$ cat src/rtl/pwm_timer_pkg.sv
// shared constants for the pulse width modulation timer channel
package pwm_timer_pkg;
	// register byte offsets
	localparam logic [7:0] OFS_CTRL = 8'h00;
	localparam logic [7:0] OFS_VALUE = 8'h04;
	localparam logic [7:0] OFS_STATUS = 8'h08;
	localparam logic [7:0] OFS_MASK = 8'h0c;
	localparam logic [7:0] OFS_TRIG = 8'h10;
	// control register fields
	localparam int CTRL_START = 0;
	localparam int CTRL_MODE8 = 1;
	localparam int CTRL_TRIG_EN = 2;
	localparam int CTRL_TRIG_OVF = 3;
	localparam int CTRL_TRIG_RISE = 4;
	localparam int CTRL_SRC_LO = 5;
	localparam int CTRL_SRC_HI = 6;
	localparam int CTRL_PIN_OE = 7;
	localparam int CTRL_PIN_OUT = 8;
	localparam int CTRL_BITS = 9;
	localparam logic [CTRL_BITS-1:0] CTRL_RESET = 9'h000;
	// status bit positions
	localparam int STAT_FALL = 0;
	localparam int STAT_RISE = 1;
	localparam int STAT_BITS = 2;
	localparam logic [STAT_BITS-1:0] STAT_RESET = 2'h0;
	localparam logic [15:0] VALUE_RESET = 16'h0000;
	// count source divide ratios
	localparam int DIV_F8 = 8;
	localparam int DIV_F32 = 32;
	localparam int DIV_SUB32 = 32;
	localparam logic [1:0] SRC_F1 = 2'b00;
	localparam logic [1:0] SRC_F8 = 2'b01;
	localparam logic [1:0] SRC_F32 = 2'b10;
	localparam logic [1:0] SRC_SUB = 2'b11;
	// fixed period lengths in counter steps: count-source periods in 16-bit mode, prescaler periods of m+1 in 8-bit mode
	localparam logic [15:0] PERIOD16 = 16'hffff;
	localparam logic [7:0] PERIOD8 = 8'hff;
	localparam logic [1:0] HTRANS_NONSEQ = 2'b10;
endpackage

$ cat src/rtl/pwm_timer.sv
// pulse width modulation timer channel with AHB-Lite register slave
// Summary of operation
// - down counter, 16-bit or 8-bit modulator
// - reload on each output rising edge, continuous
// - triggers ignored once counting has begun
// - 16-bit: high n, period 65535
// - 8-bit: high n*(m+1), period 255*(m+1)
// - start by flag, trigger pin or overflow
// - clearing start flag stops counting and pulses
// - interrupt on each output falling edge that ends a high phase by count
// - trigger pin is plain I/O or trigger
// - pulse output pin carries the waveform
// - value register reads back as zero
// - write while stopped loads reload and counter
// - write while counting loads reload only
// - two-bit field selects count source clock
`timescale 1ns/100ps
module pwm_timer
	import pwm_timer_pkg::*;
(
	input wire logic hclk,
	input wire logic hresetn,
	input wire logic hsel,
	input wire logic [31:0] haddr,
	input wire logic [1:0] htrans,
	input wire logic hwrite,
	input wire logic [2:0] hsize,
	input wire logic [31:0] hwdata,
	input wire logic hready,
	output logic [31:0] hrdata,
	output logic hreadyout,
	output logic hresp,
	input wire logic trigger_input_pin,
	input wire logic timer_overflow_in,
	input wire logic subclock_div32,
	output logic pulse_output_pin,
	output logic trig_pin_out,
	output logic trig_pin_oe,
	output logic irq
);
	typedef enum logic [1:0] {
		ST_IDLE,
		ST_ARMED,
		ST_HIGH,
		ST_LOW
	} pwm_state_e;

	pwm_state_e state_ff;
	pwm_state_e nxt_state;
	logic [CTRL_BITS-1:0] ctrl_ff;
	logic [15:0] reload_ff;
	logic [15:0] cnt_ff;
	logic [15:0] nxt_cnt;
	logic [7:0] pre_ff;
	logic [7:0] nxt_pre;
	logic [STAT_BITS-1:0] stat_ff;
	logic [STAT_BITS-1:0] mask_ff;
	logic out_ff;
	logic trig_d_ff;
	logic trig_sw_ff;
	logic wr_pend_ff;
	logic [7:0] wr_addr_ff;
	logic [31:0] rdata_ff;

	wire logic addr_phase;
	wire logic [7:0] addr_lo;
	wire logic wr_ctrl;
	wire logic wr_value;
	wire logic wr_stat;
	wire logic wr_mask;
	wire logic wr_trig;
	wire logic [31:0] rd_mux;
	wire logic mapped;
	wire logic tick;
	wire logic start_flag;
	wire logic mode8;
	wire logic counting;
	wire logic pin_rise;
	wire logic pin_fall;
	wire logic trig_edge;
	wire logic trig_event;
	wire logic cnt_zero;
	wire logic unit_done;
	wire logic go_high;
	wire logic go_low;
	wire logic [15:0] hi_load;
	wire logic [15:0] lo_load;
	wire logic [7:0] pre_load;
	wire logic rise_evt;
	wire logic fall_evt;
	wire logic [STAT_BITS-1:0] stat_set;
	wire logic [STAT_BITS-1:0] stat_clr;
	wire logic [STAT_BITS-1:0] nxt_stat;
	wire logic [CTRL_BITS-1:0] nxt_ctrl;

	// bus decode: address phase captured, write applied in data phase
	assign addr_phase = hsel && hready && htrans[1];
	assign addr_lo = haddr[7:0];
	assign mapped = (addr_lo == OFS_CTRL) || (addr_lo == OFS_VALUE) ||
		(addr_lo == OFS_STATUS) || (addr_lo == OFS_MASK) || (addr_lo == OFS_TRIG);
	assign wr_ctrl = wr_pend_ff && (wr_addr_ff == OFS_CTRL);
	assign wr_value = wr_pend_ff && (wr_addr_ff == OFS_VALUE);
	assign wr_stat = wr_pend_ff && (wr_addr_ff == OFS_STATUS);
	assign wr_mask = wr_pend_ff && (wr_addr_ff == OFS_MASK);
	assign wr_trig = wr_pend_ff && (wr_addr_ff == OFS_TRIG) && hwdata[0];
	// value register gives no live count back
	assign rd_mux = (addr_lo == OFS_CTRL) ? {23'h0, ctrl_ff} :
		(addr_lo == OFS_VALUE) ? 32'h00000000 :
		(addr_lo == OFS_STATUS) ? {30'h0, stat_ff} :
		(addr_lo == OFS_MASK) ? {30'h0, mask_ff} :
		(addr_lo == OFS_TRIG) ? {31'h0, trigger_input_pin} : 32'h00000000;
	assign hreadyout = 1'b1;
	assign hresp = 1'b0;
	assign hrdata = rdata_ff;

	// control fields
	assign start_flag = ctrl_ff[CTRL_START];
	assign mode8 = ctrl_ff[CTRL_MODE8];
	assign counting = (state_ff == ST_HIGH) || (state_ff == ST_LOW);

	// trigger pin serves as trigger or as general-purpose port
	assign trig_pin_oe = ctrl_ff[CTRL_PIN_OE] && !ctrl_ff[CTRL_TRIG_EN];
	assign trig_pin_out = ctrl_ff[CTRL_PIN_OUT];
	assign pin_rise = trigger_input_pin && !trig_d_ff;
	assign pin_fall = !trigger_input_pin && trig_d_ff;
	assign trig_edge = ctrl_ff[CTRL_TRIG_RISE] ? pin_rise : pin_fall;
	assign trig_event = ctrl_ff[CTRL_TRIG_OVF] ? (timer_overflow_in || trig_sw_ff) :
		trig_edge;

	count_source_div u_div (
		.hclk(hclk),
		.hresetn(hresetn),
		.run(counting),
		.sel({ctrl_ff[CTRL_SRC_HI], ctrl_ff[CTRL_SRC_LO]}),
		.subclock_div32(subclock_div32),
		.tick(tick)
	);

	// 16-bit: each phase counts source periods; 8-bit: prescaler of m+1
	assign pre_load = reload_ff[7:0];
	assign hi_load = mode8 ? {8'h00, reload_ff[15:8]} : reload_ff;
	assign lo_load = mode8 ? {8'h00, PERIOD8 - reload_ff[15:8]} :
		PERIOD16 - reload_ff;
	assign cnt_zero = (cnt_ff == 16'h0000);
	assign unit_done = tick && (!mode8 || (pre_ff == 8'h00));

	// phase change when the current phase count is exhausted, or on a trigger event while armed
	assign go_high = (state_ff == ST_ARMED && trig_event) ||
		(state_ff == ST_LOW && (cnt_zero || (unit_done && cnt_ff == 16'h0001)) &&
		hi_load != 16'h0000);
	assign go_low = (state_ff == ST_HIGH && (cnt_zero || (unit_done && cnt_ff == 16'h0001))) ||
		(state_ff == ST_LOW && hi_load == 16'h0000 && cnt_zero);
	// every entry into the high phase, including the first one after start
	assign rise_evt = (nxt_state == ST_HIGH) && (state_ff != ST_HIGH);
	assign fall_evt = (state_ff == ST_HIGH) && go_low;

	always_comb begin
		nxt_state = state_ff;
		case (state_ff)
			ST_IDLE: begin
				if (start_flag) begin
					nxt_state = ctrl_ff[CTRL_TRIG_EN] ? ST_ARMED : ST_HIGH;
				end
			end
			ST_ARMED: begin
				if (trig_event) begin
					nxt_state = ST_HIGH;
				end
			end
			ST_HIGH: begin
				if (go_low) begin
					nxt_state = ST_LOW;
				end
			end
			ST_LOW: begin
				// trigger has no effect here, only the count
				if (go_high) begin
					nxt_state = ST_HIGH;
				end
			end
			default: begin
				nxt_state = ST_IDLE;
			end
		endcase
		if (!start_flag) begin
			nxt_state = ST_IDLE;
		end
	end

	// counter: the reload register reaches it at a phase change, and on every cycle while stopped
	always_comb begin
		nxt_cnt = cnt_ff;
		nxt_pre = pre_ff;
		if (!start_flag) begin
			nxt_cnt = hi_load;
			nxt_pre = pre_load;
			if (wr_value) begin
				nxt_cnt = mode8 ? {8'h00, hwdata[15:8]} : hwdata[15:0];
				nxt_pre = hwdata[7:0];
			end
		end else if (state_ff == ST_IDLE || state_ff == ST_ARMED) begin
			if (nxt_state == ST_HIGH) begin
				nxt_cnt = hi_load;
				nxt_pre = pre_load;
			end
		end else if (go_high) begin
			nxt_cnt = hi_load;
			nxt_pre = pre_load;
		end else if (go_low) begin
			nxt_cnt = lo_load;
			nxt_pre = pre_load;
		end else if (tick) begin
			if (mode8 && pre_ff != 8'h00) begin
				nxt_pre = pre_ff - 8'h01;
			end else begin
				nxt_pre = pre_load;
				nxt_cnt = cnt_ff - 16'h0001;
			end
		end
	end

	// interrupt status: hardware set wins over write-one-to-clear
	assign stat_set = {rise_evt, fall_evt};
	assign stat_clr = wr_stat ? hwdata[STAT_BITS-1:0] : {STAT_BITS{1'b0}};
	assign nxt_stat = (stat_ff & ~stat_clr) | stat_set;
	assign nxt_ctrl = wr_ctrl ? hwdata[CTRL_BITS-1:0] : ctrl_ff;
	assign irq = |(stat_ff & mask_ff);

	always_ff @(posedge hclk or negedge hresetn) begin
		if (!hresetn) begin
			wr_pend_ff <= 1'b0;
			wr_addr_ff <= 8'h00;
			rdata_ff <= 32'h00000000;
		end else begin
			wr_pend_ff <= addr_phase && hwrite && mapped;
			wr_addr_ff <= addr_lo;
			if (addr_phase && !hwrite) begin
				rdata_ff <= rd_mux;
			end
		end
	end

	always_ff @(posedge hclk or negedge hresetn) begin
		if (!hresetn) begin
			ctrl_ff <= CTRL_RESET;
			reload_ff <= VALUE_RESET;
			mask_ff <= STAT_RESET;
			stat_ff <= STAT_RESET;
			trig_sw_ff <= 1'b0;
		end else begin
			ctrl_ff <= nxt_ctrl;
			stat_ff <= nxt_stat;
			trig_sw_ff <= wr_trig;
			if (wr_value) begin
				reload_ff <= hwdata[15:0];
			end
			if (wr_mask) begin
				mask_ff <= hwdata[STAT_BITS-1:0];
			end
		end
	end

	always_ff @(posedge hclk or negedge hresetn) begin
		if (!hresetn) begin
			state_ff <= ST_IDLE;
			cnt_ff <= VALUE_RESET;
			pre_ff <= 8'h00;
			out_ff <= 1'b0;
			trig_d_ff <= 1'b0;
		end else begin
			state_ff <= nxt_state;
			cnt_ff <= nxt_cnt;
			pre_ff <= nxt_pre;
			out_ff <= (nxt_state == ST_HIGH);
			trig_d_ff <= trigger_input_pin;
		end
	end

	assign pulse_output_pin = out_ff;
endmodule // pwm_timer

$ cat src/rtl/count_source_div.sv
// count source prescaler: one-cycle tick at the selected rate
`timescale 1ns/100ps
module count_source_div
	import pwm_timer_pkg::*;
(
	input wire logic hclk,
	input wire logic hresetn,
	input wire logic run,
	input wire logic [1:0] sel,
	input wire logic subclock_div32,
	output logic tick
);
	logic [4:0] div_ff;
	logic [4:0] nxt_div;
	logic sub_d_ff;
	logic [4:0] sub_cnt_ff;
	logic [4:0] nxt_sub_cnt;
	wire logic sub_edge;
	wire logic tick8;
	wire logic tick32;
	wire logic tick_sub;

	assign nxt_div = run ? div_ff + 5'h01 : 5'h00;
	assign tick8 = run && (div_ff[2:0] == 3'(DIV_F8 - 1));
	assign tick32 = run && (div_ff == 5'(DIV_F32 - 1));
	// subclock is sampled here; one tick per 32 of its rising edges
	assign sub_edge = subclock_div32 & ~sub_d_ff;
	assign nxt_sub_cnt = !run ? 5'h00 : (sub_edge ? sub_cnt_ff + 5'h01 : sub_cnt_ff);
	assign tick_sub = run && sub_edge && (sub_cnt_ff == 5'(DIV_SUB32 - 1));
	assign tick = (sel == SRC_F1) ? run :
		(sel == SRC_F8) ? tick8 :
		(sel == SRC_F32) ? tick32 : tick_sub;

	always_ff @(posedge hclk or negedge hresetn) begin
		if (!hresetn) begin
			div_ff <= 5'h00;
			sub_d_ff <= 1'b0;
			sub_cnt_ff <= 5'h00;
		end else begin
			div_ff <= nxt_div;
			sub_d_ff <= subclock_div32;
			sub_cnt_ff <= nxt_sub_cnt;
		end
	end
endmodule // count_source_div

$ cat config.mk
export PLATFORM = sky130hd
export DESIGN_NAME = pwm_timer
export DESIGN_NICKNAME = d
export VERILOG_FILES = /design/src/rtl/pwm_timer_pkg.sv /design/src/rtl/pwm_timer.sv /design/src/rtl/count_source_div.sv
export SDC_FILE = /design/constraint.sdc
export NUM_CORES = 1
export LEC_CHECK = 0
export BUFFER_PORTS_ARGS = -buffer_cell sky130_fd_sc_hd__buf_4
export CAP_MARGIN = 20
export CELL_PAD_IN_SITES_DETAIL_PLACEMENT = 0
export CELL_PAD_IN_SITES_GLOBAL_PLACEMENT = 1
export CORE_ASPECT_RATIO = 0.8
export CORE_UTILIZATION = 41
export DETAILED_ROUTE_END_ITERATION = 10
export PLACE_DENSITY = 0.84
export REMOVE_ABC_BUFFERS = 1
export SLEW_MARGIN = 0
export SYNTH_ARGS = -nofsm -noshare
export SYNTH_HDL_FRONTEND = slang
export SYNTH_SLANG_ARGS = --single-unit
$ cat constraint.sdc
create_clock -name hclk -period 3.1 [get_ports hclk]
set_input_delay 0.62 -clock hclk [delete_from_list [all_inputs] [get_ports hclk]]
set_output_delay 0.62 -clock hclk [all_outputs]
set_load 0.01 [all_outputs]
==> impl_metrics.yaml <==
outcome:
  outcome: "finished clean"
drt:
  drt-vias-per-instance: 5.633
  drc: 0
  first_pass_iters: 5
  wirelength_mm: 12.28
  wire_per_inst_microns: 17.27
  dr_total_vias: 4005
  dr.first_iter.drc_count: 320
  detail-route-antenna-nets: 0
place:
  postPlaceCellArea_sq_mm: 0.005439
  port_buffers: 45
  finalWeightedCongestion: 0.8429
  dp_hpwl_mm: 8.886
  post-place-cells: 691
pwr:
  peakVddDrop_v: 0.0002233
  p_comb_share_pct: 22.8
  p_per_area_mw_per_mm2: 577.1
  total_leakage_power_nw: 2.701
  switching_share_pct: 31.58
  p_int_mw: 2.277
  p_switching_mw: 1.051
  seq_power_share_pct: 45.6
  pwr-share-clk_pct: 31.7
die:
  start_util_pct: 42.56
  die_y_microns: 100.2
  row_count: 35
  dieArea_sq_mm: 0.01249
  die_w_microns: 124.7
  io_pins: 115
  core_area_sq_mm: 0.01160
logic_synthesis:
  synth_fa_ha_area_share_pct: 2.027
  ys.flop_type: "dfrtp_1"
  synth_area_sq_mm: 0.004938
  muxShareOfSynthArea_pct: 11.22
  yosysUniqueCellTypes: 60
  synth-compound-area-share_pct: 16.65
  syn_inst: 501
  synth_top_family_by_area: "simple AND/OR/NAND/NOR gates"
  synth_edf_count: 0
  ys_async_sr_fraction_pct: 100.0
  synth_seq_cells: 87
  yosys_warnings: 0
  ys_seq_area_share_pct: 44.08
  synth_xor_area_share_pct: 2.483
  syn_area_per_cell_sq_um: 9.857
  yosys.area_share.simple_pct: 16.72
sta:
  clock_skew_ns: 0.005949
  finalHoldViolations: 0
  finalCritPeriodShare_pct: 95.55
  rsz0062_at_grt: "no"
  worst_slew_pin_slew_ns: 0.9842
  clock.fmax_ghz: 0.3376
  finalMaxSlewViolations: 0
  setup_viol: 0
  hold_ws_ns: 0.1758
  relSlewSlack_pct: 34.10
  finalSetupTns_ns: 0
  fin_crit_ns: 2.962
clock_network:
  cts_buffers: 9
  cts_root_buf: "clkbuf_16"
  htree_levels: 3
  cts_tree: "yes"
  cts.sinks: 87
  cts.path.max_buffers: 2
  clkTransAtPathRegs_ns: 0.07
  cts.hold.buffers_added: 0
  clk_latency_ns: 0.34
cells_and_area:
  nFillCells: 1032
  finalNonFillerCells: 711
  regArea_sq_mm: 0.002177
  diodes: 0
  nets: 643
  drive_gt1_share_pct: 22.38
  synthToLayoutAreaGrowth_pct: 16.77
  final_area_sq_mm: 0.005767
  fin_util_pct: 49.69
  multi_input_area_sq_mm: 0.002526
global_routing:
  antenna_found_initial: 0
  grt_usage_pct: 20.24
  grt-busiest-layer: "met2"
  use_met2_pct: 31.53
  grt_start_max_net_pins: 66
  gr-usage-met3_pct: 3.465
  grt-ovfl-total: 0
  grt_pass1_wl_mm: 19.87
  met1_usage_pct: 28.53
  grt_pass1_vias: 3889
critical_path:
  r2r_start: "pre_ff[0]$_DFFE_PN0P_"
  cpMaxStageDelayCell: "dfrtp_1"
  critical_path_buf_inv_count: 2
  crit_end: "cnt_ff[15]$_DFFE_PN0P_"
  cp_common_cell: "o31ai_4"
  cp.depth: 11
  crit_start: "pre_ff[0]$_DFFE_PN0P_"
  max_stage_delay_ns: 0.43
  path_max_fanout: 9
  worst_r2r_path_depth: 11
  path_class: "flip-flop to flip-flop"
  crit_path_end_kind: "flip-flop"
  crit_path_start_kind: "flip-flop"
  reg2reg_slack_ns: 0.14
  required_ns: 3.32
  cp_cell_sequence: "inv_1 -> ha_1 -> or3b_4 -> o31ai_4 -> o211ai_4 -> o31ai_4 -> nand2_4 -> o2111a_1 -> buf_4 -> o21ai_0 -> o21ai_1"
  reg2reg_to: "cnt_ff[15]$_DFFE_PN0P_"
  crit_arrival_ns: 3.18
  crit_family: "compound AO/OA/AOI/OAI gates"
flow_run:
  maxCapViolCount: 0
worst_hold_path:
  hp-class: "primary input to async pin"
-- worst reg2reg max path, delay by kind of cell, from the launching register on --
family	cells	cell delay, ns
AND/OR/NAND/NOR	2	0.57
buffers and inverters	2	0.32
flip-flops	1	0.43
AO/OA/AOI/OAI	6	1.35
adder cells (fa/ha/maj)	1	0.17
-- routing by layer --
metal | part of all wire, % | wire, microns
met5 | 0 | 0
met4 | 1.9 | 234
met3 | 6.1 | 754
met2 | 45 | 5532
met1 | 47 | 5755
-- placed cells by master, fill, tap and decap left out, types with 4 or more instances in the layout --
| cell type | instances |
|---|---|
| nor4_1 | 7 |
| nor2_1 | 50 |
| a22o_1 | 9 |
| a211oi_1 | 11 |
| mux2i_1 | 25 |
| o21ai_1 | 8 |
| o221ai_1 | 4 |
| nand2_1 | 30 |
| buf_4 | 67 |
| a21oi_1 | 30 |
| nand2b_1 | 7 |
| o31ai_1 | 4 |
| conb_1 | 25 |
| nand3_1 | 10 |
| and3_1 | 6 |
| ha_1 | 8 |
| nor2b_1 | 6 |
| o22ai_1 | 8 |
| nor3_1 | 14 |
| dfrtp_1 | 87 |
| a31oi_1 | 4 |
| inv_1 | 12 |
| or3_1 | 4 |
| clkbuf_16 | 9 |
| xnor2_1 | 12 |
| and2_1 | 10 |
| mux2_2 | 26 |
| o21ai_0 | 18 |
-- power by group through the flow --
| stage | registers [mW] | clock network [mW] | logic (mW) |
|---|---|---|---|
| after floorplan | 1.49 | 0 | 0.509 |
| after global placement | 1.52 | 0 | 0.722 |
| after detailed placement | 1.53 | 0 | 0.749 |
| after CTS | 1.51 | 1.08 | 0.754 |
| after global routing | 1.54 | 1.12 | 0.847 |
| final | 1.52 | 1.05 | 0.757 |
-- registers in the layout (all words and copies together) (netlist names) --
register,count
cnt_ff,16
reload_ff,16
ctrl_ff,9
hrdata,9
pre_ff,8
wr_addr_ff,8
u_div.div_ff,5
u_div.sub_cnt_ff,5
mask_ff,2
stat_ff,2
state_ff,2
pulse_output_pin,1
trig_d_ff,1
trig_sw_ff,1
u_div.sub_d_ff,1
wr_pend_ff,1
-- layout make-up --
| type | instances | area share [%] |
|---|---|---|
| clock buffers | 9 | 3.905 |
| inverters | 12 | 0.7811 |
| clock inverters | 7 | 1.128 |
| flip-flops and latches | 87 | 37.75 |
| multi-input cells | 379 | 43.81 |
| repair buffers | 69 | 9.416 |
| well taps | 148 | 3.211 |
-- how the worst min path moves through the flow --
stage | endpoint | cells after the start | slack, ns | start
floorplan | cnt_ff[0]$_DFFE_PN0P_ | 0 | 0.32 | hresetn
global placement | u_div.div_ff[0]$_DFF_PN0_ | 1 | 0.45 | u_div.div_ff[0]$_DFF_PN0_
detailed placement | u_div.div_ff[0]$_DFF_PN0_ | 1 | 0.46 | u_div.div_ff[0]$_DFF_PN0_
CTS | cnt_ff[14]$_DFFE_PN0P_ | 1 | 0.18 | hresetn
global route | cnt_ff[14]$_DFFE_PN0P_ | 1 | 0.19 | hresetn
finish | reload_ff[13]$_DFFE_PN0P_ | 1 | 0.18 | hresetn
-- repair_timing --
item | in CTS | in global routing
gates resized for setup | 0 | 2
setup endpoints to repair | 0 | 15
buffers inserted | 0 | 4
-- logic make-up after synthesis --
logic type / count (synthesis)
flip-flops: 87
adder cells (fa/ha/maj): 8
buffers and inverters: 58
AO/OA/AOI/OAI: 117
multiplexers: 52
XOR/XNOR: 14
AND/OR/NAND/NOR: 163
other: 2
-- metrics by stage --
stage                     total power, mW  worst slack, ns
after floorplan                     2.003           0.2570
after global placement              2.242          0.08610
after detailed placement            2.280           0.1187
after CTS                           3.350          0.06149
after global routing                3.506         0.005888
final                               3.328           0.1378
-- Yosys cell counts (7+ instances only) --
cell type  number  area [sq um]
a211oi_1       11         82.58
a21oi_1        30         150.1
a22o_1          9         78.83
and2_1         10         62.56
buf_4          26         195.2
clkbuf_1       12         45.04
dfrtp_1        87          2177
ha_1            8         100.1
inv_1          12         45.04
mux2_2         26         292.8
mux2i_1        25         250.2
nand2_1        31         116.4
nand2b_1        7         43.79
nand3_1        10         50.05
nor2_1         50         187.7
nor3_1         14         70.07
nor4_1          7         43.79
o21ai_0        18         90.09
o21ai_1         8         40.04
o22ai_1         8         50.05
xnor2_1        12         105.1
Note: power is estimated with default switching activity, not from simulation.
